File: src/capture_timer_pkg.sv
// Shared constants, register indices and carriers for the capture buffer
// and modulus down-counter block.
// Assumes a 32-bit classic Wishbone bus with one register per word.
package capture_timer_pkg;

   localparam int ADDR_W  = 10;
   localparam int DATA_W  = 32;
   localparam int IDX_W   = 8;
   localparam int NCH     = 4;
   localparam int DELAY_W = 11;
   localparam int PRESC_W = 4;

   typedef logic [IDX_W-1:0] idx_t;

   // Register indices; byte address is four times the index
   localparam idx_t IDX_ACC_A_CTRL  = 8'ha0;
   localparam idx_t IDX_ACC_A_FLAGS = 8'ha1;
   localparam idx_t IDX_MOD_CTRL    = 8'ha6;
   localparam idx_t IDX_MOD_FLAGS   = 8'ha7;
   localparam idx_t IDX_ACC_EN      = 8'ha8;
   localparam idx_t IDX_DELAY       = 8'ha9;
   localparam idx_t IDX_OVW         = 8'haa;
   localparam idx_t IDX_SYS         = 8'hab;
   localparam idx_t IDX_MOD_COUNT   = 8'hac;
   localparam idx_t IDX_ACC_B_CTRL  = 8'hb0;
   localparam idx_t IDX_ACC_B_FLAGS = 8'hb1;
   localparam idx_t IDX_WIDE_A      = 8'hc0;
   localparam idx_t IDX_WIDE_B      = 8'hc1;
   // Per channel or per byte, element k serves channel or byte k
   localparam idx_t IDX_ACC_BYTE [NCH] = '{8'ha5, 8'ha4, 8'ha3, 8'ha2};
   localparam idx_t IDX_ACC_HOLD [NCH] = '{8'hb2, 8'hb3, 8'hb4, 8'hb5};
   localparam idx_t IDX_CAPTURE  [NCH] = '{8'h90, 8'h91, 8'h92, 8'h93};
   localparam idx_t IDX_CAP_HOLD [NCH] = '{8'hb8, 8'hb9, 8'hba, 8'hbb};

   // Field positions
   localparam int CASCADE_EN_BIT = 6;
   localparam int OVF_BIT        = 1;
   localparam int UF_BIT         = 7;

   // Reset and special values
   localparam logic [15:0] COUNT_PRESET = 16'hffff;
   localparam logic [15:0] COUNT_ZERO   = 16'h0000;
   localparam logic [15:0] COUNT_ONE    = 16'h0001;
   localparam logic [15:0] RST_WORD     = 16'h0000;

   // Prescaler terminal counts for division by 1, 4, 8 and 16
   localparam logic [PRESC_W-1:0] PRESC_LAST [4] =
      '{4'h0, 4'h3, 4'h7, 4'hf};
   // Filter delays in module clocks; code zero bypasses the filter
   localparam logic [DELAY_W-1:0] DELAY_CYC [4] =
      '{11'h000, 11'h100, 11'h200, 11'h400};

   typedef struct packed {
      logic       irq_en;
      logic       reload;
      logic       read_load;
      logic       force_latch;
      logic       force_load;
      logic       enable;
      logic [1:0] prescale;
   } mod_ctrl_s;

   typedef struct packed {
      logic [NCH-1:0] share;
      logic           flag_mode;
      logic           saturate;
      logic           buf_en;
      logic           latch_q;
   } sys_ctrl_s;

   typedef struct packed {
      logic              cyc;
      logic              stb;
      logic              we;
      logic [ADDR_W-1:0] adr;
      logic [3:0]        sel;
      logic [DATA_W-1:0] dat;
   } wb_req_s;

endpackage

File: src/edge_delay_filter.sv
// Delay filter for one capture pin: passes a level change only if it
// still stands after the selected number of module clocks.
// Assumes the pin is already synchronous to the clock.
`timescale 1ns/10ps
module edge_delay_filter (
   input  wire logic       clk_i,
   input  wire logic       rst_i,
   input  wire logic       pin_i,
   input  wire logic [1:0] delay_sel_i,
   output logic            level_o
);
   import capture_timer_pkg::*;

   typedef enum logic {F_IDLE, F_WAIT} filt_state_e;

   filt_state_e          state;
   logic [DELAY_W-1:0]   cnt;

   always_ff @(posedge clk_i) begin
      if (rst_i) begin
         state   <= F_IDLE;
         cnt     <= '0;
         level_o <= 1'b0;
      end else begin
         case (state)
            F_IDLE: begin
               if (delay_sel_i == 2'b00) begin
                  level_o <= pin_i;
               end else if (pin_i != level_o) begin
                  state <= F_WAIT;
                  cnt   <= DELAY_W'(1);
               end
            end
            F_WAIT: begin
               if (cnt >= DELAY_CYC[delay_sel_i]) begin
                  // Counter clears itself after each delay
                  state <= F_IDLE;
                  cnt   <= '0;
                  if (pin_i != level_o) begin
                     level_o <= pin_i;
                  end
               end else begin
                  cnt <= cnt + DELAY_W'(1);
               end
            end
            default: state <= F_IDLE;
         endcase
      end
   end

endmodule

File: src/byte_accumulator.sv
// One pulse accumulator byte with optional saturation, clear and load.
// Assumes the parent resolves cascading through inc_i and sat_i.
`timescale 1ns/10ps
module byte_accumulator #(
   parameter int W = 8
) (
   input  wire logic         clk_i,
   input  wire logic         rst_i,
   input  wire logic         inc_i,
   input  wire logic         sat_i,
   input  wire logic         clr_i,
   input  wire logic         wr_i,
   input  wire logic [W-1:0] wdat_i,
   output logic [W-1:0]      cnt_o,
   output logic              wrap_o
);
   logic at_max;

   assign at_max = &cnt_o;
   // Rollover seen by the cascade and the overflow flags
   assign wrap_o = inc_i & at_max & ~sat_i & ~wr_i & ~clr_i;

   always_ff @(posedge clk_i) begin
      if (rst_i) begin
         cnt_o <= '0;
      end else if (wr_i) begin
         cnt_o <= wdat_i;
      end else if (clr_i) begin
         cnt_o <= '0;
      end else if (inc_i && !(at_max && sat_i)) begin
         cnt_o <= cnt_o + W'(1);
      end
   end

endmodule

File: src/capture_buffer_modulus_counter.sv
// Capture buffering, pulse accumulator bytes and modulus down-counter
// with a Wishbone register slave.
// Assumes pins, timer value and mode inputs are synchronous to REF_CLK_I.
`timescale 1ns/10ps
// Behaviour
// - Bytes three/two cascade; byte three wrap flags A
// - Bytes one/zero cascade; byte one wrap flags B
// - Modulus interrupt only when enabled and flagged
// - One-shot stops at zero; reload mode reloads
// - Count read gives live count or load
// - Force latch copies captures, clears uncascaded byte accumulators
// - Force load copies load value, resets prescaler
// - Disabled down-counter held at all ones
// - Prescale 1/4/8/16, new rate at load
// - Underflow flag set at zero, write-one clears
// - Fast clear: count access clears underflow flag
// - Read-only first-edge polarity bit per channel
// - Byte enables ignored while pair is cascaded
// - Delay filter 256/512/1024 clocks or bypass
// - Filter passes edge only if level changed
// - Overwrite protection until register is emptied
// - Channel sharing triggers partner channel too
// - Flag mode in queue: flag on holding load
// - Saturating bytes stop at maximum, else wrap
// - Holding registers work only when buffering enabled
// - Queue shifts capture to holding; latch events
module capture_buffer_modulus_counter (
   input  wire logic                            REF_CLK_I,
   input  wire logic                            RESET_I,
   input  wire capture_timer_pkg::wb_req_s      WB_I,
   output logic [capture_timer_pkg::DATA_W-1:0] WB_DAT_O,
   output logic                                 WB_ACK_O,
   input  wire logic [3:0]                      PIN_I,
   input  wire logic [3:0]                      RISE_EN_I,
   input  wire logic [3:0]                      FALL_EN_I,
   input  wire logic [15:0]                     TIMER_I,
   input  wire logic                            CASCADE_A_TICK_I,
   input  wire logic                            CASCADE_B_TICK_I,
   input  wire logic                            FAST_FLAG_CLEAR_I,
   input  wire logic                            NORMAL_MODE_INDICATOR_I,
   output logic [3:0]                           CAPTURE_FLAG_O,
   output logic                                 MOD_IRQ_O
);
   import capture_timer_pkg::*;

   logic                ack;
   logic [DATA_W-1:0]   rdat;
   idx_t                idx;
   logic                req, act, wr, rd, lane0, lane1;
   mod_ctrl_s           mctl, wmctl;
   sys_ctrl_s           sys;
   logic                sys_locked;
   logic [NCH-1:0]      novw, acc_en, pol, pol_arm;
   logic [1:0]          dly;
   logic                casc_a, casc_b, ovf_a, ovf_b, uf_flag;
   logic [NCH-1:0]      lvl, lvl_d, rise, fall, edge_ev, ev, ev_rise;
   logic [NCH-1:0]      acc_inc, acc_sat, acc_clr, acc_wr, acc_wrap;
   logic [7:0]          acc_wdat [NCH];
   logic [7:0]          acc [NCH];
   logic [7:0]          acc_hold [NCH];
   logic [15:0]         cap [NCH];
   logic [15:0]         hold [NCH];
   logic [NCH-1:0]      cap_full, hold_full, hold_ok, qf;
   logic [NCH-1:0]      q_load, cap_take, latch_take;
   logic                queue, latch_ev;
   logic [15:0]         count, load, wcount;
   logic [PRESC_W-1:0]  presc;
   logic [1:0]          rate;
   logic                tick, count_wr, direct_wr, force_load;
   logic                uf_set, zero_wr, force_latch;

   // Bus decode: effects happen on the edge where ack is high
   assign req   = WB_I.cyc & WB_I.stb;
   assign act   = req & ack;
   assign wr    = act & WB_I.we;
   assign rd    = act & ~WB_I.we;
   assign idx   = WB_I.adr[ADDR_W-1:2];
   assign lane0 = WB_I.sel[0];
   assign lane1 = WB_I.sel[1];
   assign wmctl = mod_ctrl_s'(WB_I.dat[7:0]);

   assign WB_ACK_O = ack;

   always_ff @(posedge REF_CLK_I) begin
      if (RESET_I) begin
         ack      <= 1'b0;
         WB_DAT_O <= '0;
      end else begin
         ack <= req & ~ack;
         if (req && !ack) begin
            WB_DAT_O <= rdat;
         end
      end
   end

   // Input path: filter, edge detect, channel sharing
   for (genvar g = 0; g < NCH; g++) begin : g_chan
      localparam int P = g ^ 1;
      edge_delay_filter u_filt (
         .clk_i       (REF_CLK_I),
         .rst_i       (RESET_I),
         .pin_i       (PIN_I[g]),
         .delay_sel_i (dly),
         .level_o     (lvl[g])
      );
      assign ev[g]      = edge_ev[g] | (sys.share[g] & edge_ev[P]);
      assign ev_rise[g] = rise[g] | (sys.share[g] & rise[P]);
      byte_accumulator #(.W(8)) u_acc (
         .clk_i  (REF_CLK_I),
         .rst_i  (RESET_I),
         .inc_i  (acc_inc[g]),
         .sat_i  (acc_sat[g]),
         .clr_i  (acc_clr[g]),
         .wr_i   (acc_wr[g]),
         .wdat_i (acc_wdat[g]),
         .cnt_o  (acc[g]),
         .wrap_o (acc_wrap[g])
      );
   end

   always_ff @(posedge REF_CLK_I) begin
      if (RESET_I) begin
         lvl_d <= '0;
      end else begin
         lvl_d <= lvl;
      end
   end

   assign rise    = lvl & ~lvl_d & RISE_EN_I;
   assign fall    = ~lvl & lvl_d & FALL_EN_I;
   assign edge_ev = rise | fall;

   // Accumulator steering; a cascaded pair ignores its byte enables
   always_comb begin
      acc_inc[3] = casc_a ? acc_wrap[2] : ev[3] & acc_en[3];
      acc_inc[2] = casc_a ? CASCADE_A_TICK_I : ev[2] & acc_en[2];
      acc_inc[1] = casc_b ? acc_wrap[0] : ev[1] & acc_en[1];
      acc_inc[0] = casc_b ? CASCADE_B_TICK_I : ev[0] & acc_en[0];
      for (int k = 0; k < NCH; k++) begin
         acc_sat[k] = sys.saturate & ~((k >= 2) ? casc_a : casc_b);
         acc_clr[k] = latch_ev & ~((k >= 2) ? casc_a : casc_b);
         acc_wr[k]  = wr & lane0 & (idx == IDX_ACC_BYTE[k]);
         acc_wdat[k] = WB_I.dat[7:0];
         // Word access keeps both halves of a cascade coherent
         if (idx == ((k >= 2) ? IDX_WIDE_A : IDX_WIDE_B)) begin
            acc_wr[k] = wr & ((k % 2 == 1) ? lane1 : lane0);
            if (k % 2 == 1) begin
               acc_wdat[k] = WB_I.dat[15:8];
            end
         end
      end
   end

   always_ff @(posedge REF_CLK_I) begin
      if (RESET_I) begin
         ovf_a <= 1'b0;
         ovf_b <= 1'b0;
      end else begin
         if ((wr && lane0 && idx == IDX_ACC_A_FLAGS && WB_I.dat[OVF_BIT])
             || (FAST_FLAG_CLEAR_I && act && (idx == IDX_ACC_BYTE[3] ||
                 idx == IDX_ACC_BYTE[2] || idx == IDX_WIDE_A))) begin
            ovf_a <= 1'b0;
         end
         if ((wr && lane0 && idx == IDX_ACC_B_FLAGS && WB_I.dat[OVF_BIT])
             || (FAST_FLAG_CLEAR_I && act && (idx == IDX_ACC_BYTE[1] ||
                 idx == IDX_ACC_BYTE[0] || idx == IDX_WIDE_B))) begin
            ovf_b <= 1'b0;
         end
         // A rollover in the clearing cycle is kept
         if (acc_wrap[3]) begin
            ovf_a <= 1'b1;
         end
         if (acc_wrap[1]) begin
            ovf_b <= 1'b1;
         end
      end
   end

   // Control registers
   always_ff @(posedge REF_CLK_I) begin
      if (RESET_I) begin
         mctl       <= '0;
         sys        <= '0;
         sys_locked <= 1'b0;
         novw       <= '0;
         acc_en     <= '0;
         dly        <= '0;
         casc_a     <= 1'b0;
         casc_b     <= 1'b0;
      end else if (wr && lane0) begin
         case (idx)
            IDX_MOD_CTRL: begin
               mctl             <= wmctl;
               // Action bits are never stored, so they read zero
               mctl.force_latch <= 1'b0;
               mctl.force_load  <= 1'b0;
            end
            IDX_SYS: begin
               if (!NORMAL_MODE_INDICATOR_I || !sys_locked) begin
                  sys        <= sys_ctrl_s'(WB_I.dat[7:0]);
                  sys_locked <= 1'b1;
               end
            end
            IDX_OVW:        novw   <= WB_I.dat[NCH-1:0];
            IDX_ACC_EN:     acc_en <= WB_I.dat[NCH-1:0];
            IDX_DELAY:      dly    <= WB_I.dat[1:0];
            IDX_ACC_A_CTRL: casc_a <= WB_I.dat[CASCADE_EN_BIT];
            IDX_ACC_B_CTRL: casc_b <= WB_I.dat[CASCADE_EN_BIT];
            default: ;
         endcase
      end
   end

   // Modulus down-counter
   assign tick      = mctl.enable & (presc == PRESC_LAST[rate]);
   assign count_wr  = wr & (lane0 | lane1) & (idx == IDX_MOD_COUNT);
   assign wcount    = {lane1 ? WB_I.dat[15:8] : load[15:8],
                       lane0 ? WB_I.dat[7:0] : load[7:0]};
   assign direct_wr = count_wr & ~mctl.reload;
   assign force_load = wr & lane0 & (idx == IDX_MOD_CTRL) &
                       wmctl.force_load & mctl.enable;
   assign uf_set    = tick & ~direct_wr & ~force_load &
                      (count == COUNT_ONE);
   // With the counter enabled and not reloading, a zero write parks it at zero with no flag
   assign zero_wr   = count_wr & (wcount == COUNT_ZERO);
   assign force_latch = wr & lane0 & (idx == IDX_MOD_CTRL) &
                        wmctl.force_latch;
   assign latch_ev  = sys.buf_en & sys.latch_q &
                      (force_latch | uf_set | zero_wr);

   always_ff @(posedge REF_CLK_I) begin
      if (RESET_I) begin
         load <= RST_WORD;
      end else if (count_wr) begin
         load <= wcount;
      end
   end

   always_ff @(posedge REF_CLK_I) begin
      if (RESET_I) begin
         count <= COUNT_PRESET;
         presc <= '0;
         rate  <= '0;
      end else if (!mctl.enable) begin
         count <= COUNT_PRESET;
         presc <= '0;
      end else if (direct_wr) begin
         count <= wcount;
         presc <= '0;
         rate  <= mctl.prescale;
      end else if (force_load) begin
         count <= load;
         presc <= '0;
         rate  <= mctl.prescale;
      end else if (tick) begin
         presc <= '0;
         if (count == COUNT_ONE && mctl.reload) begin
            count <= load;
            rate  <= mctl.prescale;
         end else if (count != COUNT_ZERO) begin
            count <= count - COUNT_ONE;
         end
      end else begin
         presc <= presc + PRESC_W'(1);
      end
   end

   always_ff @(posedge REF_CLK_I) begin
      if (RESET_I) begin
         uf_flag <= 1'b0;
      end else begin
         if ((wr && lane0 && idx == IDX_MOD_FLAGS && WB_I.dat[UF_BIT]) ||
             (FAST_FLAG_CLEAR_I && act && idx == IDX_MOD_COUNT)) begin
            uf_flag <= 1'b0;
         end
         if (uf_set) begin
            uf_flag <= 1'b1;
         end
      end
   end

   assign MOD_IRQ_O = mctl.irq_en & uf_flag;

   // Capture and holding registers
   assign queue      = sys.buf_en & ~sys.latch_q;
   assign hold_ok    = ~novw | ~hold_full;
   assign qf         = {NCH{queue}} & (cap_full | ~novw);
   assign q_load     = ev & qf & hold_ok;
   assign cap_take   = ev & ((qf & hold_ok) |
                             (~qf & (~novw | ~cap_full)));
   assign latch_take = {NCH{latch_ev}} & hold_ok;

   always_ff @(posedge REF_CLK_I) begin
      if (RESET_I) begin
         cap_full  <= '0;
         hold_full <= '0;
         for (int i = 0; i < NCH; i++) begin
            cap[i]      <= RST_WORD;
            hold[i]     <= RST_WORD;
            acc_hold[i] <= '0;
         end
      end else begin
         for (int i = 0; i < NCH; i++) begin
            if (rd && idx == IDX_CAPTURE[i]) begin
               cap_full[i] <= 1'b0;
            end
            if (rd && idx == IDX_CAP_HOLD[i]) begin
               hold_full[i] <= 1'b0;
            end
            if (latch_take[i]) begin
               hold[i]      <= cap[i];
               acc_hold[i]  <= acc[i];
               hold_full[i] <= 1'b1;
               cap_full[i]  <= 1'b0;
            end
            if (q_load[i]) begin
               hold[i]      <= cap[i];
               hold_full[i] <= 1'b1;
            end
            if (cap_take[i]) begin
               cap[i]      <= TIMER_I;
               cap_full[i] <= 1'b1;
            end
         end
      end
   end

   // Polarity of the first capture after the holding register is read
   always_ff @(posedge REF_CLK_I) begin
      if (RESET_I) begin
         pol     <= '0;
         pol_arm <= '1;
      end else begin
         for (int i = 0; i < NCH; i++) begin
            if (rd && idx == IDX_CAP_HOLD[i]) begin
               pol_arm[i] <= 1'b1;
            end
            if (ev[i] && pol_arm[i]) begin
               pol[i]     <= ev_rise[i];
               pol_arm[i] <= 1'b0;
            end
         end
      end
   end

   always_ff @(posedge REF_CLK_I) begin
      if (RESET_I) begin
         CAPTURE_FLAG_O <= '0;
      end else if (sys.flag_mode && queue) begin
         CAPTURE_FLAG_O <= q_load;
      end else begin
         CAPTURE_FLAG_O <= ev;
      end
   end

   // Read multiplexer; polarity bits ignore writes
   always_comb begin
      rdat = '0;
      case (idx)
         IDX_MOD_CTRL:    rdat[7:0] = mctl;
         IDX_MOD_FLAGS: begin
            rdat[UF_BIT]    = uf_flag;
            rdat[NCH-1:0]   = pol;
         end
         IDX_ACC_EN:      rdat[NCH-1:0] = acc_en;
         IDX_DELAY:       rdat[1:0] = dly;
         IDX_OVW:         rdat[NCH-1:0] = novw;
         IDX_SYS:         rdat[7:0] = sys;
         IDX_MOD_COUNT:   rdat[15:0] = mctl.read_load ? load : count;
         IDX_ACC_A_CTRL:  rdat[CASCADE_EN_BIT] = casc_a;
         IDX_ACC_B_CTRL:  rdat[CASCADE_EN_BIT] = casc_b;
         IDX_ACC_A_FLAGS: rdat[OVF_BIT] = ovf_a;
         IDX_ACC_B_FLAGS: rdat[OVF_BIT] = ovf_b;
         IDX_WIDE_A:      rdat[15:0] = {acc[3], acc[2]};
         IDX_WIDE_B:      rdat[15:0] = {acc[1], acc[0]};
         default: ;
      endcase
      for (int i = 0; i < NCH; i++) begin
         if (idx == IDX_CAPTURE[i]) begin
            rdat[15:0] = cap[i];
         end
         if (idx == IDX_CAP_HOLD[i]) begin
            rdat[15:0] = hold[i];
         end
         if (idx == IDX_ACC_BYTE[i]) begin
            rdat[7:0] = acc[i];
         end
         if (idx == IDX_ACC_HOLD[i]) begin
            rdat[7:0] = acc_hold[i];
         end
      end
   end

endmodule

File: config.mk
export PLATFORM = sky130hd
export DESIGN_NAME = capture_buffer_modulus_counter
export DESIGN_NICKNAME = d
export VERILOG_FILES = /design/src/capture_timer_pkg.sv /design/src/edge_delay_filter.sv /design/src/byte_accumulator.sv /design/src/capture_buffer_modulus_counter.sv
export SDC_FILE = /design/constraint.sdc
export NUM_CORES = 1
export LEC_CHECK = 0
export BUFFER_PORTS_ARGS = -buffer_cell sky130_fd_sc_hd__buf_4
export CELL_PAD_IN_SITES_DETAIL_PLACEMENT = 0
export CELL_PAD_IN_SITES_GLOBAL_PLACEMENT = 2
export CORE_AREA = 2 2 237 239
export CTS_CLUSTER_SIZE = 20
export DETAILED_ROUTE_END_ITERATION = 12
export DIE_AREA = 0 0 239 241
export HOLD_SLACK_MARGIN = 0.1
export PLACE_DENSITY_LB_ADDON = 0.12
export SETUP_SLACK_MARGIN = 0.15
export SLEW_MARGIN = 20
export SYNTH_ARGS = -nofsm -noshare
export SYNTH_HDL_FRONTEND = slang
export SYNTH_SLANG_ARGS = --single-unit
export TNS_END_PERCENT = 20
File: constraint.sdc
create_clock -name REF_CLK_I -period 3.1 [get_ports REF_CLK_I]
set_clock_uncertainty 0.05 [all_clocks]
set_input_delay 0.31 -clock REF_CLK_I [delete_from_list [all_inputs] [get_ports REF_CLK_I]]
set_output_delay 0.31 -clock REF_CLK_I [all_outputs]
set_load 0.05 [all_outputs]
==> flow_summary.yaml <==
run_status:
  outcome: "finished, final reports clean"
synth:
  postSynth.asyncResetShare_pct: 0
  ys_warn_count: 0
  synth_seq_area_share_pct: 45.4
  yosysMostFrequentCell: "dfxtp_1"
  synth_top_family_by_area: "simple AND/OR/NAND/NOR gates"
  synthTopCellsByCount: "dfxtp_1 (193), nor2_1 (178), nand2_1 (177), edfxtp_1 (160), a21oi_1 (138)"
  netlist_instances: 2084
  synthAdderAreaFrac_pct: 1.77
  synth_mux_area_share_pct: 3.14
  synthXorXnorAreaFrac_pct: 1.60
  synth_top_area_cell: "edfxtp_1"
  synth-simple-area-share_pct: 24.4
  synth_compound_area_share_pct: 19.3
  synth-edff-count: 160
  ys_top_cells_by_area: "edfxtp_1 (25%), dfxtp_1 (20%), a21oi_1 (3.6%), and2_1 (3.5%), nor2_1 (3.5%)"
  syn_area_per_cell_um2: 9.17
  syn_area_um2: 19100
  synth_ff_type: "dfxtp_1"
  netlist.area_leader.share_pct: 25.2
  synthDistinctLibCells: 89
  synth-seq-cells: 353
placed_design:
  place_area_um2: 21200
  dpl.hpwl_um: 57800
  portBuffers: 84
  gp_congestion: 0.987
  dp.cells: 2883
die:
  fp.coreArea_um2: 54900
  start_util_pct: 34.8
  die_x_um: 239
  die_area_um2: 57600
  dieHeight_um: 241
  rows: 86
  io_pins: 121
finish:
  fin_nets: 2373
  post-route-cell-area_um2: 23100
  instances_no_fill: 3003
  area_growth_pct: 21.0
  drive_above_1_share_pct: 15.5
clocking:
  cts_root_buf: "clkbuf_16"
  cts.htree.levels: 2
  cts_buffer_depth: 3
  clock_latency_ns: 0.60
  cts_buffers: 44
  clock-sinks: 353
  clk_pin_slew_ns: 0.06
  cts_tree: "yes"
  post_cts_buffers: 0
detailed_routing:
  ant_nets: 0
  via_per_inst: 5.85
  drc: 0
  drtPass1Iterations: 6
  wirelength_um: 77700
  wl_per_cell_um: 25.9
  routed-via-count: 17600
  drt_iter0_markers: 1714
sta:
  hold_viol: 0
  slew_violations: 0
  finalSetupViolations: 0
  post-route-min-period_ns: 2.96
  clock.fmax_mhz: 338
  slew_headroom_pct: 43.1
  fin_crit_sh_pct: 95.4
  rsz0062_at_grt: "yes"
  worstMarginPinSlew_ns: 0.845
power:
  p_leak_nw: 8.48
  totalPowerFinal_mw: 11.2
  vdd_drop_max_uv: 438
  p_per_area_nw_per_um2: 485
critical_path:
  cp-start-kind: "input port"
  critical_path.top_delay_family: "simple AND/OR/NAND/NOR gates"
  critPathBufInv: 3
  crit_arrival_ns: 3.23
  worstPathRequired_ns: 3.37
  path_class: "input port to flip-flop"
  cp-end-kind: "flip-flop"
  r2r_setup_slack_ns: 0.15
  crit_fanout: 12
  cp_common_cell: "buf_4"
  cp_cell_sequence: "dlygate4sd3_1, buf_4, nand4_2, nor4_1, or2_1, o31a_1, a22o_1, buf_4, nor3b_1"
  cp_slowest_cell: "o31a_1"
  critPathMaxStageDelay_ns: 0.55
grt:
  overflow: 0
  first_global_vias: 16800
  grt_max_degree: 92
  grt_pass1_wl_um: 114000
  antenna_found_initial: 2
  grt_usage_pct: 26.9
run:
  cap_violations: 0
hold_path:
  hold_path_class: "input port to flip-flop"
stage by stage:
| stage | util [%] | hold WS (ns) | setup slack (ns) | TNS (ns) |
|---|---|---|---|---|
| after floorplan | - | 0.391 | 0.291 | 0 |
| after global placement | 38.7 | 0.417 | -0.463 | -0.463 |
| after detailed placement | 38.7 | 0.424 | -0.149 | -0.149 |
| after CTS | 42.1 | 0.108 | 0.185 | 0 |
| after global routing | 42.1 | 0.180 | 0.0580 | 0 |
| final | 42.1 | 0.138 | 0.142 | 0 |
final cells by class:
class / count / area (um^2)
Clock inverter: 27 / 332
Inverter: 36 / 135
Timing Repair Buffer: 269 / 2230
Tap cell: 704 / 881
Multi-Input combinational cell: 1559 / 9700
Antenna cell: 2 / 5.00
Fill cell: 5484 / 31800
Clock buffer: 53 / 1150
Sequential cell: 353 / 8670
sequential cells by signal, indices dropped and copies added (netlist names), 6 cells and up:
signal and cells:
sys 8, acc_hold 32, WB_DAT_O 16, hold 64, g_chan.u_filt.cnt 44, g_chan.u_acc.cnt_o 32, cap 64, mctl 6
load 16, count 16
path summary, 6_finish.rpt:
check | end | depth (start not counted) | from
setup / recovery | hold[3][1]$_DFFE_PP_ | 9 | WB_I[46]
setup reg to reg | hold[3][1]$_DFFE_PP_ | 7 | WB_ACK_O$_SDFF_PP0_
hold / removal | pol[1]$_SDFFE_PP0P_ | 5 | RISE_EN_I[1]
hold reg to reg | WB_DAT_O[5]$_SDFFE_PP0P_ | 2 | WB_DAT_O[5]$_SDFFE_PP0P_
cells in the final DEF, fill, tap and decap left out, drive strengths merged, types with 38 or more instances in the layout:
master / Yosys / routed
a21oi: 142 / 142
inv: 36 / 39
nor3: 67 / 67
clkbuf: 95 / 53
mux2i: 51 / 51
nand3: 80 / 80
a311oi: 38 / 38
o21ai: 102 / 102
nand2: 177 / 177
and3: 81 / 81
buf: 56 / 231
edfxtp: 160 / 160
and2: 109 / 109
dfxtp: 193 / 193
a221oi: 46 / 46
nand2b: 38 / 38
dlygate4sd3: 0 / 38
nor2: 178 / 178
cells by family (layout without fill, tap and decap cells):
| family | after synthesis | after routing |
|---|---|---|
| xor+xnor | 35 | 35 |
| mux | 59 | 59 |
| other cells | 1 | 18 |
| simple gates | 880 | 880 |
| flops | 353 | 353 |
| buf+inv | 187 | 385 |
| fa+ha+maj | 27 | 27 |
| compound gates | 542 | 542 |
worst register-to-register path, delay by kind of cell (launching register included):
family | cells | cell delay [ns]
and+or+nand+nor | 4 | 1.03
AOI/OAI and AO/OA | 2 | 0.94
DFF | 1 | 0.37
buffers and inverters | 1 | 0.28
report_power, final:
part | switching (mW) | total, mW | leakage (nW) | internal, mW
combinational | 0.508 | 0.750 | 4.56 | 0.243
clock | 2.20 | 5.37 | 0.712 | 3.18
sequential | 0.0926 | 5.09 | 3.21 | 5.00
total | 2.80 | 11.2 | 8.48 | 8.42
repair_timing:
item | in CTS | in global routing
hold buffers | 38 | 0
resized for setup | 1 | 1
setup endpoints to repair | 1 | 31
endpoints found under the hold margin | 121 | 0
routing by layer:
layer | part of all wire (%) | vias up | track usage [%]
li1 | - | 8152 | -
met1 | 43 | 8569 | 36.0
met2 | 46 | 707 | 43.0
met3 | 6.8 | 143 | 4.71
met4 | 4.2 | 0 | 11.4
met5 | 0 | - | 0
No activity file was read; power rests on OpenSTA's default activity.
